===== config.mk =====
export PLATFORM = sky130hd
export DESIGN_NAME = pcs_top
export DESIGN_NICKNAME = d
export VERILOG_FILES = /design/src/include/pcs_pkg.sv /design/src/logic/pcs_lfsr.sv /design/src/logic/pcs_top.sv
export SDC_FILE = /design/constraint.sdc
export NUM_CORES = 1
export LEC_CHECK = 0
export ABC_CLOCK_PERIOD_IN_PS = 3800
export BUFFER_PORTS_ARGS = -buffer_cell sky130_fd_sc_hd__buf_2
export CORE_ASPECT_RATIO = 1.5
export CORE_MARGIN = 4
export CORE_UTILIZATION = 45
export CTS_BUF_LIST = sky130_fd_sc_hd__clkbuf_16
export DETAILED_ROUTE_END_ITERATION = 16
export HOLD_SLACK_MARGIN = 0.12
export PLACE_DENSITY_LB_ADDON = 0.1
export SKIP_LAST_GASP = 1
export SYNTH_ARGS = -nofsm -noshare
export SYNTH_HDL_FRONTEND = slang
export SYNTH_HIERARCHICAL = 1
export SYNTH_SLANG_ARGS = --single-unit

===== constraint.sdc =====
create_clock -name core_clk_in -period 3.8 [get_ports core_clk_in]
set_clock_uncertainty 0.2 [all_clocks]
set_input_delay 0 -clock core_clk_in [delete_from_list [all_inputs] [get_ports core_clk_in]]
set_output_delay 0 -clock core_clk_in [all_outputs]
set_load 0.01 [all_outputs]

===== src/include/pcs_pkg.sv =====
// constants, types and carriers of the peak current pwm fault sequencer
package pcs_pkg;

	localparam int CLK_HZ = 100_000_000;
	localparam int CLK_NS = 10;

	// switching rates and their periods in clock cycles
	localparam int FIXED_HZ = 60_000;
	localparam int GREEN_HZ = 23_000;
	localparam logic [15:0] FIXED_CYC = 16'(CLK_HZ / FIXED_HZ);
	localparam logic [15:0] GREEN_CYC = 16'(CLK_HZ / GREEN_HZ);
	localparam logic [15:0] GREEN_STEP = 16'h0020;
	localparam logic [15:0] JITTER_MID = 16'h0010;

	// leading edge blanking, least time, rounded up
	localparam int BLANK_NS = 230;
	localparam logic [7:0] BLANK_CYC = 8'((BLANK_NS + CLK_NS - 1) / CLK_NS);

	// burst cycle, overload delay and soft start
	localparam int BURST_US = 740;
	localparam logic [16:0] BURST_CYC = 17'(BURST_US * 1000 / CLK_NS);
	localparam int OLP_MS = 72;
	localparam logic [22:0] OLP_CYC = 23'(OLP_MS * 1_000_000 / CLK_NS);
	localparam int SOFT_US = 5200;
	localparam logic [19:0] SOFT_CYC = 20'(SOFT_US * 1000 / CLK_NS);
	localparam logic [2:0] SOFT_STEPS = 3'h7;
	localparam logic [2:0] OCP_STEP_INIT = 3'h1;

	// random modulation generator
	localparam logic [15:0] LFSR_SEED = 16'hACE1;
	localparam logic [15:0] LFSR_TAPS = 16'hB400;

	typedef enum logic [1:0] {ST_IDLE, ST_RUN, ST_FAULT} pcs_state_t;
	typedef enum logic [1:0] {MODE_FIXED, MODE_GREEN, MODE_BURST} pcs_mode_t;

	// comparator results from the analog side
	typedef struct packed {
		logic peak_hit;
		logic ceiling_hit;
		logic fb_low;
		logic light_load;
		logic standby;
		logic vcc_on;
		logic vcc_undervoltage_lockout;
		logic vcc_ovp;
		logic vcc_low;
		logic tsd_hot;
		logic tsd_cool;
	} pcs_analog_t;

	typedef struct packed {
		pcs_mode_t mode;
		logic soft_start;
		logic running;
		logic overload;
		logic overvoltage;
		logic thermal;
	} pcs_status_t;

	localparam pcs_analog_t ANALOG_IDLE = '0;
	localparam pcs_status_t STATUS_IDLE = '0;

endpackage : pcs_pkg


===== src/logic/pcs_lfsr.sv =====
// pseudo random source for switching period modulation
module pcs_lfsr (
	input wire logic core_clk_in,
	input wire logic rst_n_in,
	input wire logic step_in,
	output logic [15:0] value_out
);

	logic [15:0] value_q;
	logic [15:0] value_d;

	// galois shift, advanced once per switching period
	assign value_d = {1'b0, value_q[15:1]} ^
		(value_q[0] ? pcs_pkg::LFSR_TAPS : 16'h0000);

	always_ff @(posedge core_clk_in) begin
		if (!rst_n_in) begin
			value_q <= pcs_pkg::LFSR_SEED;
		end else if (step_in) begin
			value_q <= value_d;
		end
	end

	assign value_out = value_q;

endmodule : pcs_lfsr


===== src/logic/pcs_top.sv =====
// switch control and fault sequencing of a peak current mode converter
// What this block does
// - switch turns off once sensed current reaches the feedback target
// - switch turns on again one average period after previous turn-on
// - current comparators ignored for 230 ns after each turn-on
// - switching period is randomly dithered around the mean rate
// - light load stretches period from 60 kHz toward 23 kHz, then bursts
// - burst operation starts when drain current drops to standby level
// - bursts repeat every 740 us, switching stopped between them
// - a burst may shrink to one single switching pulse
// - burst timer free runs, unsynchronised to the switching oscillator
// - switch turns off at the fixed drain current ceiling
// - feedback low for 72 ms continuously latches overload and stops
// - after overload stop, wait for lockout then restart, repeating
// - supply at overvoltage level stops switching
// - overvoltage repeats lockout restart cycle until it clears
// - over-temperature stops switching
// - while hot, startup current holds supply above lockout when low
// - once cooled, startup current stops, supply drops, normal restart
// - start at supply start level, full stop at supply stop level
// - soft start of 5.2 ms raises current threshold in 6 steps, from level 1 to 7
// - blanking disabled during soft start
// - feedback sampled once per pulse right after turn-off
module pcs_top #(
	parameter logic [15:0] P_GREEN_CYC = pcs_pkg::GREEN_CYC,
	parameter logic [16:0] P_BURST_CYC = pcs_pkg::BURST_CYC,
	parameter logic [22:0] P_OLP_CYC = pcs_pkg::OLP_CYC,
	parameter logic [19:0] P_SOFT_CYC = pcs_pkg::SOFT_CYC
) (
	input wire logic core_clk_in,
	input wire logic rst_n_in,
	input wire pcs_pkg::pcs_analog_t analog_in,
	output logic gate_out,
	output logic startup_en_out,
	output logic fb_sample_out,
	output logic [2:0] ocp_step_out,
	output pcs_pkg::pcs_status_t status_out
);

	localparam logic [19:0] SOFT_STEP_CYC =
		20'(P_SOFT_CYC / {17'h00000, pcs_pkg::SOFT_STEPS});

	pcs_pkg::pcs_analog_t ana_m_q;
	pcs_pkg::pcs_analog_t ana;
	pcs_pkg::pcs_state_t state_q;
	pcs_pkg::pcs_state_t state_d;
	pcs_pkg::pcs_mode_t mode_q;
	pcs_pkg::pcs_mode_t mode_d;
	pcs_pkg::pcs_status_t status_q;
	pcs_pkg::pcs_status_t status_d;
	logic gate_q, gate_d;
	logic startup_q, startup_d;
	logic fb_sample_q;
	logic [15:0] per_cnt_q, per_cnt_d;
	logic [15:0] per_len_q, per_len_d;
	logic [15:0] cur_period_q, cur_period_d;
	logic [15:0] rnd;
	logic [7:0] blank_cnt_q, blank_cnt_d;
	logic [16:0] burst_cnt_q, burst_cnt_d;
	logic burst_open_q, burst_open_d;
	logic [22:0] olp_cnt_q, olp_cnt_d;
	logic [19:0] soft_cnt_q, soft_cnt_d;
	logic [19:0] step_cnt_q, step_cnt_d;
	logic [2:0] ocp_step_q, ocp_step_d;
	logic olp_q, ovp_q, tsd_q;
	logic [7:0] on_cnt_q;
	wire running;
	wire soft_active;
	wire blank_done;
	wire trip;
	wire per_wrap;
	wire half_reached;
	wire burst_tick;
	wire olp_hit;
	wire fault_now;
	wire turn_on;
	wire turn_off;
	wire to_fault;
	wire to_run;

	// moves the period one step toward a bound, saturating there
	function automatic logic [15:0] step_toward(input logic [15:0] cur,
		input logic up, input logic [15:0] lo, input logic [15:0] hi);
		logic [16:0] sum;
		logic [16:0] dif;
		sum = {1'b0, cur} + {1'b0, pcs_pkg::GREEN_STEP};
		dif = {1'b0, cur} - {1'b0, pcs_pkg::GREEN_STEP};
		if (up) begin
			step_toward = (sum[16] || sum[15:0] > hi) ? hi : sum[15:0];
		end else begin
			step_toward = (dif[16] || dif[15:0] < lo) ? lo : dif[15:0];
		end
	endfunction : step_toward

	// two flop synchroniser for all comparator results
	always_ff @(posedge core_clk_in) begin
		if (!rst_n_in) begin
			ana_m_q <= pcs_pkg::ANALOG_IDLE;
			ana <= pcs_pkg::ANALOG_IDLE;
		end else begin
			ana_m_q <= analog_in;
			ana <= ana_m_q;
		end
	end

	pcs_lfsr u_lfsr (
		.core_clk_in(core_clk_in),
		.rst_n_in(rst_n_in),
		.step_in(per_wrap),
		.value_out(rnd)
	);

	assign running = state_q == pcs_pkg::ST_RUN;
	assign soft_active = running && soft_cnt_q < P_SOFT_CYC;
	assign blank_done = soft_active || blank_cnt_q == pcs_pkg::BLANK_CYC;
	assign trip = blank_done && (ana.peak_hit || ana.ceiling_hit);
	assign per_wrap = per_cnt_q + 16'h0001 == per_len_q;
	assign half_reached = per_cnt_q >= {1'b0, per_len_q[15:1]};
	assign burst_tick = burst_cnt_q == P_BURST_CYC - 17'h00001;
	assign olp_hit = olp_cnt_q == P_OLP_CYC;
	assign fault_now = ana.vcc_ovp || ana.tsd_hot || olp_hit;
	assign to_fault = running && !ana.vcc_undervoltage_lockout && fault_now;
	assign to_run = state_q == pcs_pkg::ST_IDLE && state_d == pcs_pkg::ST_RUN;

	// turn on at each period end, gated by burst window
	assign turn_on = per_wrap && running && !fault_now && !ana.vcc_undervoltage_lockout &&
		!gate_q && (mode_q != pcs_pkg::MODE_BURST || burst_open_q);
	// half period cap keeps on-duty at most one half
	assign turn_off = gate_q && (trip || half_reached || !running ||
		fault_now || ana.vcc_undervoltage_lockout);
	assign gate_d = turn_off ? 1'b0 : (turn_on ? 1'b1 : gate_q);

	// free running oscillator with dithered period
	assign per_cnt_d = per_wrap ? 16'h0000 : per_cnt_q + 16'h0001;
	assign per_len_d = per_wrap ?
		cur_period_q + {11'h000, rnd[4:0]} - pcs_pkg::JITTER_MID :
		per_len_q;
	assign cur_period_d = !running ? pcs_pkg::FIXED_CYC :
		(per_wrap ? step_toward(cur_period_q, ana.light_load,
		pcs_pkg::FIXED_CYC, P_GREEN_CYC) : cur_period_q);

	// burst cycle timer, independent of the period counter
	assign burst_cnt_d = burst_tick ? 17'h00000 : burst_cnt_q + 17'h00001;
	// window opens each cycle, closes after a pulse still at standby
	assign burst_open_d = burst_tick ? 1'b1 :
		((turn_off && ana.standby && mode_q == pcs_pkg::MODE_BURST) ?
		1'b0 : burst_open_q);
	// no burst during soft start
	assign mode_d = (running && ana.standby && !soft_active) ?
		pcs_pkg::MODE_BURST : (cur_period_q != pcs_pkg::FIXED_CYC ?
		pcs_pkg::MODE_GREEN : pcs_pkg::MODE_FIXED);

	assign blank_cnt_d = turn_on ? 8'h00 :
		((gate_q && blank_cnt_q < pcs_pkg::BLANK_CYC) ?
		blank_cnt_q + 8'h01 : blank_cnt_q);

	assign olp_cnt_d = !(running && ana.fb_low) ? 23'h000000 :
		(olp_hit ? olp_cnt_q : olp_cnt_q + 23'h000001);

	// soft start time and threshold staircase
	assign soft_cnt_d = !running ? 20'h00000 :
		(soft_active ? soft_cnt_q + 20'h00001 : soft_cnt_q);
	assign step_cnt_d = (!soft_active ||
		step_cnt_q == SOFT_STEP_CYC - 20'h00001) ?
		20'h00000 : step_cnt_q + 20'h00001;
	assign ocp_step_d = !running ? pcs_pkg::OCP_STEP_INIT :
		(!soft_active ? pcs_pkg::SOFT_STEPS :
		((step_cnt_q == SOFT_STEP_CYC - 20'h00001 &&
		ocp_step_q < pcs_pkg::SOFT_STEPS) ?
		ocp_step_q + 3'h1 : ocp_step_q));

	// startup current: always before start, held while hot in fault
	assign startup_d = state_q == pcs_pkg::ST_IDLE ? 1'b1 :
		((state_q == pcs_pkg::ST_FAULT && tsd_q && !ana.tsd_cool) ?
		(ana.vcc_low || (startup_q && !ana.vcc_on)) : 1'b0);

	assign status_d = '{mode: mode_d, soft_start: soft_active,
		running: running, overload: olp_q, overvoltage: ovp_q,
		thermal: tsd_q};

	always_comb begin
		state_d = state_q;
		unique case (state_q)
			pcs_pkg::ST_IDLE: begin
				if (ana.vcc_on && !ana.vcc_undervoltage_lockout) state_d = pcs_pkg::ST_RUN;
			end
			pcs_pkg::ST_RUN: begin
				if (ana.vcc_undervoltage_lockout) state_d = pcs_pkg::ST_IDLE;
				else if (fault_now) state_d = pcs_pkg::ST_FAULT;
			end
			pcs_pkg::ST_FAULT: begin
				if (ana.vcc_undervoltage_lockout) state_d = pcs_pkg::ST_IDLE;
			end
		endcase
	end

	always_ff @(posedge core_clk_in) begin
		if (!rst_n_in) begin
			state_q <= pcs_pkg::ST_IDLE;
			mode_q <= pcs_pkg::MODE_FIXED;
			gate_q <= 1'b0;
			startup_q <= 1'b0;
			fb_sample_q <= 1'b0;
			status_q <= pcs_pkg::STATUS_IDLE;
		end else begin
			state_q <= state_d;
			mode_q <= mode_d;
			gate_q <= gate_d;
			startup_q <= startup_d;
			fb_sample_q <= turn_off;
			status_q <= status_d;
		end
	end

	always_ff @(posedge core_clk_in) begin
		if (!rst_n_in) begin
			per_cnt_q <= 16'h0000;
			per_len_q <= pcs_pkg::FIXED_CYC;
			cur_period_q <= pcs_pkg::FIXED_CYC;
			blank_cnt_q <= 8'h00;
			burst_cnt_q <= 17'h00000;
			burst_open_q <= 1'b0;
		end else begin
			per_cnt_q <= per_cnt_d;
			per_len_q <= per_len_d;
			cur_period_q <= cur_period_d;
			blank_cnt_q <= blank_cnt_d;
			burst_cnt_q <= burst_cnt_d;
			burst_open_q <= burst_open_d;
		end
	end

	always_ff @(posedge core_clk_in) begin
		if (!rst_n_in) begin
			olp_cnt_q <= 23'h000000;
			soft_cnt_q <= 20'h00000;
			step_cnt_q <= 20'h00000;
			ocp_step_q <= pcs_pkg::OCP_STEP_INIT;
		end else begin
			olp_cnt_q <= olp_cnt_d;
			soft_cnt_q <= soft_cnt_d;
			step_cnt_q <= step_cnt_d;
			ocp_step_q <= ocp_step_d;
		end
	end

	// fault cause kept until the next start
	always_ff @(posedge core_clk_in) begin
		if (!rst_n_in || to_run) begin
			olp_q <= 1'b0;
			ovp_q <= 1'b0;
			tsd_q <= 1'b0;
		end else if (to_fault) begin
			olp_q <= olp_hit;
			ovp_q <= ana.vcc_ovp;
			tsd_q <= ana.tsd_hot;
		end
	end

	// on-time length, read only by the checks below
	always_ff @(posedge core_clk_in) begin
		if (!rst_n_in || !gate_q) begin
			on_cnt_q <= 8'h00;
		end else if (on_cnt_q != 8'hFF) begin
			on_cnt_q <= on_cnt_q + 8'h01;
		end
	end

	assign gate_out = gate_q;
	assign startup_en_out = startup_q;
	assign fb_sample_out = fb_sample_q;
	assign ocp_step_out = ocp_step_q;
	assign status_out = status_q;
endmodule : pcs_top


==> reports/summary.txt, run 1 <==
RR Endpoint -> cur_period_q[13]
Hold Crit Start -> analog_in[7]
leakage power -> 4.34 nW
most frequent cells in the layout -> dfxtp_1 (190), nor2_1 (156), nand2_1 (73)
worst skew pair latency -> 0.44 ns
CTS Sinks -> 190
CTS tree -> done
Req. time, crit path -> 3.96 ns
total congestion overflow -> 0
CP Launch Type -> register
Crit. End Element -> register
synthesized cell area -> 10200 um^2
Power Dens Cells -> 342 nW/um^2
RSZ-0062 raised after global routing -> no
fraction of power consumed by sequential logic -> 51.9%
Synth Area per Inst -> 8.74 um^2
Total Power -> 3.90 mW
Hold Crit Class -> in -> reg
Starting DRT DRC Count -> 481
Filler cells -> 2143
final hold viol count -> 0
Die Span Y -> 192 um
layout net count -> 1298
FF+latch area -> 3800 um^2
Initial Util -> 45.7%
first-pass GRT wire length -> 39.6 mm
# port buffers -> 25
Synth Net Count -> 1250
R2R setup slack -> 0.23 ns
worst slew pin tran -> 0.891 ns
Cells after Synth -> 1166
worst reg2reg path startpoint -> per_cnt_q[4]
WL final -> 23.8 mm
Clk pwr share -> 44.7%
vias in the first global route -> 7995
clk slew on worst S/H paths -> 0.07 ns
clock root buffer -> clkbuf_16
setup tns final -> 0 ns
vias -> 8099
clock buffer depth -> 2
layout cells sized above 1 -> 7.92%
Final min period -> 3.57 ns
IO Pins -> 26
Setup-failing EPs final -> 0
First-pass DRT Iterations -> 6
Final Max Tran Viols -> 0
Worst Hold Path EP -> ana_m_q[7]
Final Util -> 51.2%
Worst R2R Path Depth -> 7
status -> finished, final reports clean
most common cell after layout, fill and taps aside -> dfxtp_1
Die ar. -> 25200 um^2
Max-cap violations -> 0
DR WL/cell -> 15.8 um
initial antenna violation count -> 0
Max Freq -> 0.280 GHz
RePlAce Congestion -> 0.862
CTS H-Tree Depth -> 4
P&R area growth vs syn -> 12.1%
critical path class -> reg -> reg
Die X -> 131 um
Ys Warns -> 6
# Post-CTS Setup Buffers -> 0
footprint of the multi-input gates -> 5900 um^2
sw power -> 917 uW
ANT nets after route -> 0
DR vias/cell -> 5.40
# diodes -> 0
crit path max fanout -> 13
Sw Ratio -> 23.5%
# rows -> 67
worst vdd ir -> 0.000317 V
Cells on Worst Hold Path -> 3
Core ar. -> 22300 um^2
Total GRT Usage -> 19.7%
Post-CTS Resized -> 0
largest net degree at the start of global routing -> 41
Tcrit/Tclk final -> 93.9%
Rel. slew slack -> 39.8%
critical path arrival -> 3.73 ns
Logic pwr share -> 3.4%
Residual DRC -> 0
Pint -> 2.99 mW
DP HPWL -> 17.3 mm
number of buffers inserted during clock tree synthesis -> 17
[worst max-delay path, stage by stage, from the launching register on]
cell and delay (ns):
dfxtp_1 0.67, nand4_2 0.32, nor4_2 0.46, mux2i_1 0.30
nand4_1 0.18, or4_1 0.67, or4_1 0.53, a21oi_1 0.15
[routing by layer]
metal / vias to the layer above / wire length, um / global-route usage [%]
met5: - / 0 / 0
met4: 0 / 422 / 6.06
met3: 31 / 534 / 3.27
met2: 104 / 12800 / 36.7
met1: 3810 / 10000 / 22.6
li1: 4154 / - / -
[registers in the layout, summed over array words and instances, names as in the netlist, 11 cells and up]
| name | cells |
|---|---|
| ana | 11 |
| ana_m_q | 11 |
| burst_cnt_q | 17 |
| cur_period_q | 13 |
| olp_cnt_q | 23 |
| per_cnt_q | 16 |
| per_len_q | 16 |
| soft_cnt_q | 20 |
| step_cnt_q | 20 |
| u_lfsr/value_out | 16 |
[cell type report]
cell class	count	area share (%)
timing repair buffer	73	4.91
multi-input combinational	866	51.7
clock buffer	17	3.72
clock inverter	13	1.19
inverter	66	2.17
sequential	190	33.3
tap	276	3.02
[repair_timing]
item | 4_1_cts | 5_1_grt
hold buffers | 30 | 0
hold endpoints to repair | 36 | 0
setup endpoints to repair | 0 | 0
[metrics by stage]
stage | hold slack, ns | instance area [um^2] | setup slack, ns | cells
6_report | 0.140 | 11400 | 0.231 | 1501
5_1_grt | 0.158 | 11400 | 0.0238 | 1501
4_1_cts | 0.130 | 11400 | 0.267 | 1501
3_5_place_dp | 0.0112 | 10600 | 0.309 | 1441
3_3_place_gp | 0.00568 | 10600 | 0.386 | 1441
2_1_floorplan | -0.0727 | 10200 | 0.752 | 1166
[worst max-delay path by stage]
stage            startpoint          endpoint  cells after the start
2_1_floorplan  per_cnt_q[0]  cur_period_q[13]                      9
3_3_place_gp   per_cnt_q[4]  cur_period_q[13]                      7
3_5_place_dp   per_cnt_q[4]  cur_period_q[13]                      7
4_1_cts        per_cnt_q[4]  cur_period_q[13]                      7
5_1_grt        per_cnt_q[4]  cur_period_q[13]                      7
6_report       per_cnt_q[4]  cur_period_q[13]                      7
[power by group through the flow]
stage	Combinational, mW	Sequential (mW)	Clock (mW)
after global placement	0.108	2.07	0
final	0.133	2.03	1.75
after CTS	0.133	2.02	1.80
after global routing	0.146	2.03	1.87
after detailed placement	0.109	2.07	0
after floorplan	0.0740	2.07	0
Power figures use the tool's default switching activity.
==> inputs of run 2 (changes only) <==
ABC_CLOCK_PERIOD_IN_PS = 4400   (was 3800)
clock period = 4.4 ns   (was 3.8 ns; I/O delays follow)
==> run 2 against run 1 <==
Routed wire length is 2.1% lower; combinational power is 16% lower; global-route usage is 0.39 points lower; hold slack worse by 0.019 ns; largest power group unchanged; critical path depth stayed put; die area stayed put; critical path type unchanged; fmax is 5.3% lower; non-clock buffer count is 10 lower; sequential power is 14% lower; first-iteration DRC count is 31% lower; clock-buffer cell count stayed put.
==> reports/summary.txt, run 2 (same netlist as run 1, synthesis figures left out) <==
critical path class -> reg -> reg
Rel. slew slack -> 41.4% (+1.5 points)
clock buffer depth -> 2 (unchanged)
largest net degree at the start of global routing -> 37 (-9.8%)
Die Span Y -> 192 um (unchanged)
worst slew pin tran -> 0.877 ns (-0.0136 ns)
critical path's largest stage delay -> 0.80 ns (+0.13 ns)
Die ar. -> 25200 um^2 (unchanged)
First-pass DRT Iterations -> 5 (-1)
IO Pins -> 26 (unchanged)
Max-cap violations -> 0 (unchanged)
Post-Place Setup Slack -> 0.622 ns (+0.314 ns)
Setup-failing EPs final -> 0 (unchanged)
# diodes -> 0 (unchanged)
Power Dens Cells -> 301 nW/um^2 (-12%)
P&R area growth vs syn -> 11.8%
worst vdd ir -> 0.000274 V (-14%)
top flop regs -> olp_cnt_q (23), soft_cnt_q (20), step_cnt_q (20)
Placed Area -> 10500 um^2 (-0.78%)
most common cell after layout, fill and taps aside -> dfxtp_1
final hold viol count -> 0 (unchanged)
RePlAce Congestion -> 0.865 (+0.34%)
Die X -> 131 um (unchanged)
first-pass GRT wire length -> 39.0 mm (-1.4%)
clock root buffer -> clkbuf_16
# port buffers -> 25 (unchanged)
footprint of the multi-input gates -> 5900 um^2 (unchanged)
FF+latch area -> 3800 um^2 (unchanged)
Crit. End Element -> register
layout cells sized above 1 -> 7.40% (-0.52 points)
clk slew on worst S/H paths -> 0.09 ns (+0.02 ns)
vias in the first global route -> 8078 (+1.0%)
Total GRT Usage -> 19.3% (-0.39 points)
Worst path top cell family by delay -> simple AND/OR/NAND/NOR gates
Tcrit/Tclk final -> 85.6% (-8.3 points)
CTS Sinks -> 190 (unchanged)
Crit path buffers/inverters -> 0 (unchanged)
CTS tree -> done
Hold Crit Class -> in -> reg
Residual DRC -> 0 (unchanged)
initial antenna violation count -> 0 (unchanged)
worst skew pair latency -> 0.45 ns (about the same)
top routing layer used -> met4
Core ar. -> 22300 um^2 (unchanged)
Initial Util -> 45.7% (unchanged)
most frequent cells in the layout -> dfxtp_1 (190), nor2_1 (156), nand2_1 (73)
CP cell instances -> nand4_1 > nor4_2 > mux2i_1 > nand4_1 > or4_1 > or4_1 > a21oi_1
# Post-CTS Setup Buffers -> 0 (unchanged)
ANT nets after route -> 0 (unchanged)
DR WL/cell -> 15.6 um (-1.6%)
Largest Register -> olp_cnt_q
DR vias/cell -> 5.45 (+1.0%)
Finished Cell Area -> 11400 um^2 (-0.27%)
number of buffers inserted during clock tree synthesis -> 17 (unchanged)
leakage power -> 4.31 nW (-0.56%)
WL final -> 23.3 mm (-2.1%)
Final min period -> 3.77 ns (+0.198 ns)
# rows -> 67 (unchanged)
total congestion overflow -> 0 (unchanged)
slowest stage cell, crit path -> or4_1
met2 WL post-DR -> 12.3 mm (-3.4%)
R2R setup slack -> 0.63 ns (+0.40 ns)
Final Max Tran Viols -> 0 (unchanged)
layout net count -> 1288 (-0.77%)
hold slack -> 0.121 ns (-0.0191 ns)
setup tns final -> 0 ns (unchanged)
max reg flops -> 23 (unchanged)
met3 wire len -> 512 um (-4.1%)
Req. time, crit path -> 4.58 ns (+0.62 ns)
vias -> 8137 (+0.47%)
Max Freq -> 0.265 GHz (-5.3%)
Filler cells -> 2174 (+1.4%)
crit path max fanout -> 14 (+1)
CTS H-Tree Depth -> 4 (unchanged)
CP Launch Type -> register
DRT met1 WL -> 9.74 mm (-2.9%)
critical path arrival -> 3.95 ns (+0.22 ns)
RSZ-0062 raised after global routing -> no
DP HPWL -> 16.8 mm (-2.7%)
Starting DRT DRC Count -> 330 (-31%)
setup ws final -> 0.632 ns (+0.402 ns)
status -> finished, final reports clean
==> run 2: cell types whose count changed in the layout (fill, tap and decap cells not counted), sizes merged <==
cell and change:
dlygate4sd3 +1, clkinv +7, inv -3, buf -11, clkinvlp -2
==> run 2: final timing paths <==
kind	from	end	cells past startpoint
hold reg to reg	blank_cnt_q[6]	blank_cnt_q[6]	2
setup / recovery	per_cnt_q[3]	cur_period_q[13]	7
hold / removal	analog_in[1]	ana_m_q[1]	3
setup reg to reg	per_cnt_q[3]	cur_period_q[13]	7
==> run 2: routing by layer <==
| layer | vias to the layer above | GRT usage [%] |
|---|---|---|
| met5 | - | 0 |
| met4 | 0 | 7.60 |
| met3 | 52 | 2.80 |
| met2 | 112 | 36.0 |
| met1 | 3828 | 21.6 |
| li1 | 4145 | - |
==> run 2: final cells by class <==
type,count,share of cell area [%]
clock inverters,15,1.56
clock buffers,17,3.74
inverters,66,2.18
well taps,276,3.03
multi-input cells,866,51.8
repair buffers,63,4.28
flip-flops and latches,190,33.4
==> run 2: per-stage QoR <==
| stage | cells | util, % | power, mW |
|---|---|---|---|
| finish | 1493 | 51.1 | 3.43 |
| global route | 1493 | 51.1 | 3.55 |
| CTS | 1493 | 51.1 | 3.48 |
| detailed placement | 1430 | 47.0 | 1.88 |
| global placement | 1430 | 47.0 | 1.88 |
| floorplan | 1166 | - | 1.85 |
==> run 2: what timing repair did <==
item | CTS | global route
hold buffers | 31 | 0
hold endpoints to repair | 35 | 0
gates resized for setup | 0 | 0
==> run 2: worst reg2reg max path, delay by kind of cell, from the launching register on <==
family / cells / cell delay, ns
AOI/OAI and AO/OA: 1 / 0.16
muxes: 1 / 0.29
and+or+nand+nor: 5 / 2.39
DFF: 1 / 0.68
==> run 2: where the power goes <==
group | leakage, nW | switching (mW) | total, mW | internal, mW
Clock | 0.292 | 0.762 | 1.57 | 0.812
Sequential | 1.54 | 0.0134 | 1.75 | 1.73
Combinational | 2.48 | 0.0591 | 0.112 | 0.0525
